==> config.mk <==
export PLATFORM = sky130hd
export DESIGN_NAME = hpbad_bridge
export DESIGN_NICKNAME = d
export VERILOG_FILES = /design/src/common/hpbad_pkg.sv /design/src/rtl/hpbad_bridge.sv
export SDC_FILE = /design/constraint.sdc
export NUM_CORES = 1
export LEC_CHECK = 0
export BUFFER_PORTS_ARGS = -buffer_cell sky130_fd_sc_hd__buf_2
export CAP_MARGIN = 20
export CORE_ASPECT_RATIO = 1.75
export CORE_MARGIN = 8
export CORE_UTILIZATION = 47
export DETAILED_ROUTE_END_ITERATION = 7
export PLACE_DENSITY = 0.75
export SLEW_MARGIN = 20
export SYNTH_ARGS = -nofsm -noshare
export SYNTH_HDL_FRONTEND = slang
export SYNTH_SLANG_ARGS = --single-unit
==> constraint.sdc <==
create_clock -name clk -period 2.45 [get_ports clk]
set_clock_uncertainty 0.1 [all_clocks]
set_input_delay 0 -clock clk [delete_from_list [all_inputs] [get_ports clk]]
set_output_delay 0 -clock clk [all_outputs]
set_load 0.1 [all_outputs]
==> src/common/hpbad_pkg.sv <==
package hpbad_pkg;
   // ----------------------------------------------------------------
   // configuration offsets
   // ----------------------------------------------------------------
   localparam logic [7:0]  OFS_DECODE_MODE = 8'h48;
   localparam logic [7:0]  OFS_EXT_ERR_CMD = 8'hC0;
   localparam logic [7:0]  OFS_MISSING_LOG = 8'hCC;
   // ----------------------------------------------------------------
   // reset values and field positions
   // ----------------------------------------------------------------
   localparam logic [31:0] RST_EXT_ERR_CMD = 32'h0000_0010;
   localparam logic [15:0] RST_MISSING_LOG = 16'h0000;
   localparam logic [7:0]  RST_DECODE_MODE = 8'h06;
   localparam int          BIT_ERR_CONVERT = 1;
   localparam int          BIT_ALIASED     = 3;
   localparam logic [4:0]  DEV_LOG_BASE    = 5'h10;
   localparam logic [7:0]  HOST_BUS_NUM    = 8'h00;
   // claim routing for a host-bus configuration read
   typedef enum logic [1:0] {
      HPBAD_ROUTE_NONE,
      HPBAD_ROUTE_PCI,
      HPBAD_ROUTE_WATCHDOG
   } hpbad_route_t;
endpackage

==> src/rtl/hpbad_bridge.sv <==
`timescale 1ns/1ps
`default_nettype none
module hpbad_bridge (
   input  wire logic        clk,
   input  wire logic        rst,
   input  wire logic        clk_en,
   input  wire logic        cfg_wr,
   input  wire logic        cfg_rd,
   input  wire logic [7:0]  cfg_offset,
   input  wire logic [3:0]  cfg_be,
   input  wire logic [31:0] cfg_wdata,
   output logic      [31:0] cfg_rdata,
   input  wire logic        host_cfg_rd,
   input  wire logic [7:0]  host_bus,
   input  wire logic [4:0]  host_dev,
   input  wire logic        host_lock,
   input  wire logic        host_shadow_bios,
   input  wire logic        address_parity_error_signal,
   output logic             claim_pci,
   output logic             claim_watchdog,
   output logic             lock_unsupported,
   output logic             aliased_mode,
   output logic             bus_error_signal
);
   // ----------------------------------------------------------------
   // behaviour overview
   // ----------------------------------------------------------------
   // three configuration registers live here: the extended error
   // command word, the sixteen-bit missing-device log and the decode
   // mode byte. every register write is taken on a rising edge with
   // the clock enable high and lands one cycle later. a read returns
   // the old value when a write to the same offset shares its cycle.
   //
   // host configuration reads on bus 0 to ids 16..31 are routed one
   // cycle after they are taken. a logged id is claimed and forwarded,
   // so the far side ends it with a master abort. an id whose bit is
   // clear still goes the slow watchdog way. that keeps software that
   // never fills the log working, at the price of the long time-out.
   //
   // software must leave the bits of present ids at zero; a wrongly
   // set bit sends live traffic to the master-abort path and loses it.
   // the block cannot tell a present id from an absent one by itself.
   //
   // the lock flag only reports a locked shadow access in aliased
   // mode; stopping or retrying the lock is left to the host side.
   // parity-to-bus-error conversion is registered, so the bus error
   // trails the parity error by one cycle.
   //
   // with the clock enable low every register, output included, holds.
   // ----------------------------------------------------------------
   // registers
   // ----------------------------------------------------------------
   logic [31:0] err_cmd_r, err_cmd_nxt;
   logic [15:0] miss_log_r, miss_log_nxt;
   logic [7:0]  decode_r, decode_nxt;
   logic [31:0] rdata_r, rdata_nxt;
   logic        pci_r, pci_nxt, wd_r, wd_nxt;
   logic        lock_r, lock_nxt, bus_error_signal_r, bus_error_signal_nxt;
   typedef hpbad_pkg::hpbad_route_t hpbad_route_local_t;
   hpbad_route_local_t route;
   logic        in_range;
   logic [15:0] absent_sel;

   // byte-lane merge keeps unwritten lanes intact
   function automatic logic [31:0] merge(input logic [31:0] old,
                                         input logic [31:0] nw,
                                         input logic [3:0]  be);
      logic [31:0] r;
      r = old;
      for (int i = 0; i < 4; i++) begin
         if (be[i]) begin
            r[i*8 +: 8] = nw[i*8 +: 8];
         end
      end
      return r;
   endfunction

   // ----------------------------------------------------------------
   // configuration register access
   // ----------------------------------------------------------------
   always_comb begin
      err_cmd_nxt  = err_cmd_r;
      miss_log_nxt = miss_log_r;
      decode_nxt   = decode_r;
      rdata_nxt    = rdata_r;
      if (cfg_wr) begin
         case (cfg_offset)
            hpbad_pkg::OFS_EXT_ERR_CMD: begin
               err_cmd_nxt = merge(err_cmd_r, cfg_wdata, cfg_be);
            end
            hpbad_pkg::OFS_MISSING_LOG: begin
               miss_log_nxt = 16'(merge({16'h0000, miss_log_r},
                                        cfg_wdata, cfg_be));
            end
            hpbad_pkg::OFS_DECODE_MODE: begin
               decode_nxt = 8'(merge({24'h000000, decode_r},
                                     cfg_wdata, cfg_be));
            end
            default: ;
         endcase
      end
      if (cfg_rd) begin
         // unmapped offsets read as zero
         case (cfg_offset)
            hpbad_pkg::OFS_EXT_ERR_CMD: rdata_nxt = err_cmd_r;
            hpbad_pkg::OFS_MISSING_LOG: rdata_nxt = {16'h0000, miss_log_r};
            hpbad_pkg::OFS_DECODE_MODE: rdata_nxt = {24'h000000, decode_r};
            default:                    rdata_nxt = 32'h0000_0000;
         endcase
      end
   end

   // ----------------------------------------------------------------
   // decode of host configuration reads and error conversion
   // ----------------------------------------------------------------
   always_comb begin
      // only IDs 16..31 on bus 0 are covered by the log
      in_range = (host_bus == hpbad_pkg::HOST_BUS_NUM) &&
                 host_dev[4];
      route    = hpbad_pkg::HPBAD_ROUTE_NONE;
      if (host_cfg_rd && in_range) begin
         if (|absent_sel) begin
            route = hpbad_pkg::HPBAD_ROUTE_PCI;
         end else begin
            route = hpbad_pkg::HPBAD_ROUTE_WATCHDOG;
         end
      end
      pci_nxt  = 1'b0;
      wd_nxt   = 1'b0;
      case (route)
         hpbad_pkg::HPBAD_ROUTE_PCI:      pci_nxt = 1'b1;
         hpbad_pkg::HPBAD_ROUTE_WATCHDOG: wd_nxt  = 1'b1;
         default: ;
      endcase
      // shadow locks unsupported while aliased; flag it to the host side
      lock_nxt = host_lock && host_shadow_bios &&
                 decode_r[hpbad_pkg::BIT_ALIASED];
      bus_error_signal_nxt = address_parity_error_signal &&
                 err_cmd_r[hpbad_pkg::BIT_ERR_CONVERT];
   end

   // ----------------------------------------------------------------
   // per-id absent lookup
   // ----------------------------------------------------------------
   // one select per log bit; bit k answers for host id k plus 16, so
   // ids below 16 never match and need no separate guard here
   for (genvar k = 0; k < 16; k++) begin : g_absent
      assign absent_sel[k] = miss_log_r[k] &&
                             (host_dev == 5'(k + 16));
   end

   // ----------------------------------------------------------------
   // elaboration checks
   // ----------------------------------------------------------------
   // the lookup above assumes a sixteen-entry log based at id 16
   if ($bits(hpbad_pkg::RST_MISSING_LOG) != 16) begin : g_bad_width
      $error("missing-device log must be sixteen bits wide");
   end
   if (hpbad_pkg::DEV_LOG_BASE != 5'h10) begin : g_bad_base
      $error("missing-device log must start at host id 16");
   end

   // ----------------------------------------------------------------
   // state registers
   // ----------------------------------------------------------------
   always_ff @(posedge clk or posedge rst) begin
      if (rst) begin
         err_cmd_r  <= hpbad_pkg::RST_EXT_ERR_CMD;
         miss_log_r <= hpbad_pkg::RST_MISSING_LOG;
         decode_r   <= hpbad_pkg::RST_DECODE_MODE;
         rdata_r    <= 32'h0000_0000;
         pci_r      <= 1'b0;
         wd_r       <= 1'b0;
         lock_r     <= 1'b0;
         bus_error_signal_r     <= 1'b0;
      end else if (clk_en) begin
         err_cmd_r  <= err_cmd_nxt;
         miss_log_r <= miss_log_nxt;
         decode_r   <= decode_nxt;
         rdata_r    <= rdata_nxt;
         pci_r      <= pci_nxt;
         wd_r       <= wd_nxt;
         lock_r     <= lock_nxt;
         bus_error_signal_r     <= bus_error_signal_nxt;
      end
   end

   assign cfg_rdata        = rdata_r;
   assign claim_pci        = pci_r;
   assign claim_watchdog   = wd_r;
   assign lock_unsupported = lock_r;
   assign aliased_mode     = decode_r[hpbad_pkg::BIT_ALIASED];
   assign bus_error_signal = bus_error_signal_r;
endmodule
`default_nettype wire

Yosys cells after proc, flatten, opt, wreduce, memory -nomap -nowiden --
Cells that the tools add are included. W data, S select, Z words.
Storage, ports and cells: bits in registers 92, bits of input ports 66, output and inout bits 37
Cells by class: eq/ne operators 21, muxes and demuxes 5, reduce and logical (&&, ||, !) cells 31
Operator list (number):
- $pmux W32 S3 | 1
- $eq A5 B5 Y1 const B | 16
- $reduce_and A4 Y1 | 7
- $logic_and A1 B1 Y1 | 21
- $eq A8 B8 Y1 const B | 2
- $reduce_or A16 Y1 | 1
- $eq A8 B7 Y1 const B | 1
- $logic_not A8 Y1 | 1
- $mux W2 | 2
- $eq A2 B1 Y1 const B | 1
- $eq A2 B2 Y1 const B | 1
- $mux W1 | 2
- $reduce_and A2 Y1 | 1

Logic depth before layout (Yosys ltp) --
depth after elaboration 7, depth in mapped cells 7, depth with buffers taken out 5

Worst setup path after synthesis --
No wires, ideal clock.
kind register -> register, start reg decode_r[3], end reg rdata_r[3] (netlist: cfg_rdata[3]), arrival 1344 ps, data required time 2274 ps, slack 930 ps, cell stages (with the launch flop) 4, path buffers 0, period minus slack after synthesis 1520 ps, cell sequence dfrtp_1 -> a22o_1 -> a22oi_1 -> o21ai_1
Between the ends: word-level cells in the longest chain between the ends 1
RTL lines:
- start, declared | RTL line hpbad_bridge.sv:55 | logic [7:0] decode_r, decode_nxt;
- start signal, assigned | RTL line hpbad_bridge.sv:170 | decode_r <= hpbad_pkg::RST_DECODE_MODE;
- start signal, assigned | RTL line hpbad_bridge.sv:179 | decode_r <= decode_nxt;
- $pmux W32 S3 | RTL line hpbad_bridge.sv:104 | case (cfg_offset)
- end signal, assigned | RTL line hpbad_bridge.sv:180 | rdata_r <= rdata_nxt;
- end, declared | RTL line hpbad_bridge.sv:56 | logic [31:0] rdata_r, rdata_nxt;
No other way between the ends. A chain may end at the register's enable or synchronous reset.

Worst setup path in the final report --
start in host_bus[6], end reg wd_r (netlist: claim_watchdog)
Between the ends: word-level cells in the longest chain between the ends 6
RTL lines:
- start, declared | RTL line hpbad_bridge.sv:14 | input wire logic [7:0] host_bus,
- $logic_not A8 Y1 | RTL line hpbad_bridge.sv:118 | in_range = (host_bus == hpbad_pkg::HOST_BUS_NUM) &&
- $logic_and A1 B1 Y1 | RTL line hpbad_bridge.sv:118
- $logic_and A1 B1 Y1 | RTL line hpbad_bridge.sv:121 | if (host_cfg_rd && in_range) begin
- $mux W2 | RTL line hpbad_bridge.sv:121
- $eq A2 B2 Y1 | RTL line hpbad_bridge.sv:130 | case (route)
- $mux W1 | RTL line hpbad_bridge.sv:130
- end signal, assigned | RTL line hpbad_bridge.sv:182 | wd_r <= wd_nxt;
- end, declared | RTL line hpbad_bridge.sv:57 | logic pci_r, pci_nxt, wd_r, wd_nxt;
No other way between the ends.

==> reports/summary.txt <==
Synthesized area per cell -> 12.16 um^2
Crit Path Max Fanout -> 2
Drt pass-1 iters -> 4
Port bufs -> 102
First-pass GRT wire length -> 15770 um
Die X -> 85.64 um
Post-synth cell types -> 36
Slew margin rel. -> 65.89%
Clk_lat worst skew -> 0.34 ns
R2r endpoint -> claim_watchdog
Min cycle time layout -> 2.215 ns
Final HPWL DP -> 6715 um
Detailed-route vias per instance -> 5.366
RSZ-0062 raised after global routing -> false
Routability Congestion -> 0.8181
Non-filler cells, final -> 566
CTS tree -> done
Yosys warnings -> 0
Placed Cells incl. Taps -> 511
Reg2reg path depth -> 6
Sequential Area -> 0.002306 mm^2
Worst setup margin -> 0.2350 ns
Worst setup EP type -> register
Total Nets Final -> 535
Status -> complete, no violations
Crit path DAT -> 2.39 ns
HP Start -> clk_en
I/O pins -> 103
Vias -> 3037
Hold WC Path Type -> in2reg
Number of synthesized flops with an enable pin -> 0
Die Y -> 137.9 um
Leakage -> 0.002615 uW
Syn Inst Count -> 328
H-tree Lvls -> 3
Total power -> 3212 uW
Wire per inst -> 17.21 um
ANT nets after route -> 0
Max frequency -> 0.4515 GHz
Ys flop type -> dfrtp_1
Core area -> 0.008258 mm^2
Vias in the first global route -> 3209
CTS clock-pin slew for the worst setup and hold paths -> 0.06 ns
Critical Path RT -> 2.62 ns
WL final -> 9740 um
Hold violation total from the final report -> 0
Asr flop ratio synth -> 100.0%
#FFs+latches synth -> 92
R2r setup slk -> 0.72 ns
Hold_buf cts -> 39
Num Clock Sinks -> 92
Post-layout util -> 64.14%
Max Root-Sink Buffers -> 2
CP startpoint -> host_bus[6]
Rows -> 44
Total global routing overflow -> 0
Antenna diodes -> 0
Worst reg2reg path startpoint -> miss_log_r[15]
DIE AREA -> 0.01181 mm^2
Total GRT Usage -> 17.26%
Root Buffer -> clkbuf_16
Post-CTS setup buffers -> 0
Endpoint, Worst Hold -> claim_pci
Largest net degree at the start of global routing -> 93
Area leader, netlist -> dfrtp_1
PwrDens -> 606.4 mW/mm^2
Critical Path Source Type -> input port
Period utilization -> 90.41%
Final TNS setup -> 0 ns
Number of CTS-inserted buffers -> 9
Setup CP Type -> in2reg
Number of max-cap violations -> 0
Post-cts resize count -> 0
Worst VDD drop -> 0.3645 mV
Area of the multi-input gates -> 0.001585 mm^2
Filler cells -> 666
Slew Viols, Final -> 0
Remaining DRCs -> 0
Top-area cell type share of the netlist area -> 55.83%
Post-Syn Area -> 0.003989 mm^2
Worst Hold Depth -> 3
Met3 routed WL -> 511 um
DRT iter0 DRCs -> 91
Place WS -> 0.3847 ns
Layout cells sized above 1 -> 40.93%
Area growth syn-to-layout -> 32.78%
Met1 wire length -> 3858 um
Dominant cells by area after synthesis -> dfrtp_1, mux2_2, nand2_1, a22oi_1, o21ai_0
Initial antenna violation count -> 0
Initial core utilization -> 48.30%
Setup-failing EPs final -> 0
Worst-Margin Slew -> 0.5153 ns
Uppermost routed layer -> met4
Register area share after synthesis -> 57.81%
Syn Nets -> 394
Met2 wire len -> 5114 um
[registers in the layout, summed over array words and instances (netlist names)]
signal / count
err_cmd_r: 32
bus_error_signal: 1
decode_r: 8
miss_log_r: 16
lock_unsupported: 1
claim_watchdog: 1
claim_pci: 1
cfg_rdata: 32
[critical path, cell delays in order]
cell and delay, ns:
dlygate4sd3_1 0.54, buf_2 0.12, or4_1 0.44, dlygate4sd3_1 0.58, o22ai_1 0.14, dlygate4sd3_1 0.56
[cells in the final DEF, fill, tap and decap left out, drive strengths merged]
cell type and n:
buf 107, dfrtp 89, mux2 56, nand2 52, dlygate4sd3 39, o21ai 35, a22oi 18, clkbuf 9
mux2i 8, nand3 8, a22o 7, nor2 7, inv 4, clkinv 4, nand4 4, and3 3
a21oi 3, dfstp 3, clkinvlp 2, nor2b 2, bufinv 2, nor4 1, and2 1, xnor2 1
nor3b 1, or3b 1, a32o 1, and3b 1, nor4b 1, or4 1, nand2b 1, o22ai 1
a21o 1
[power by group]
| part | leakage [uW] | internal [uW] | total, uW | switching [uW] |
|---|---|---|---|---|
| clock network | 0.000155 | 889 | 1450 | 563 |
| logic | 0.00119 | 106 | 216 | 111 |
| registers | 0.00127 | 1530 | 1540 | 8.82 |
| total | 0.00262 | 2530 | 3210 | 683 |
[worst max path at each step]
stage / to / cells after the start
CTS: claim_watchdog / 6
global route: claim_watchdog / 6
floorplan: cfg_rdata[3] / 3
detailed placement: miss_log_r[6] / 6
finish: claim_watchdog / 6
global placement: miss_log_r[4] / 6
[per-stage QoR]
step / instance area (um^2) / hold WS [ns]
floorplan: 3993 / 0.04686
global placement: 4589 / 0.06946
detailed placement: 4589 / 0.07977
CTS: 5296 / 0.01030
global route: 5296 / 0.02862
finish: 5296 / 0.01636
[synthesized netlist by cell type (all sizes together), types with 2 or more instances]
master  number
and3         3
mux2        56
nand3        8
a22oi       18
inv          5
nand2       52
a21oi        3
o21ai       35
dfstp        3
a22o         7
dfrtp       89
nand4        4
nor2         7
nor2b        2
clkbuf       5
buf         11
mux2i        8
[routing by layer]
metal  global-route usage [%]  vias up
li1                         -     1445
met1                    19.21     1483
met2                    29.82       92
met3                    4.688       17
met4                    8.235        0
met5                        0        -
[kinds of logic after synthesis]
family                 after synthesis  share of synthesized area [%]
AO/OA/AOI/OAI                       66                          10.29
XOR/XNOR                             1                         0.2196
buffers and inverters               21                          2.447
flip-flops                          92                          57.81
multiplexers                        64                          17.82
AND/OR/NAND/NOR                     84                          11.42
[area by class of cell]
type | instances | area share [%]
clock buffer | 9 | 4.252
tap | 92 | 2.173
multi-input combinational | 215 | 29.93
sequential | 92 | 43.54
timing repair buffer | 146 | 17.95
inverter | 5 | 0.4252
clock inverter | 7 | 1.725
No activity file was read; power rests on OpenSTA's default activity.
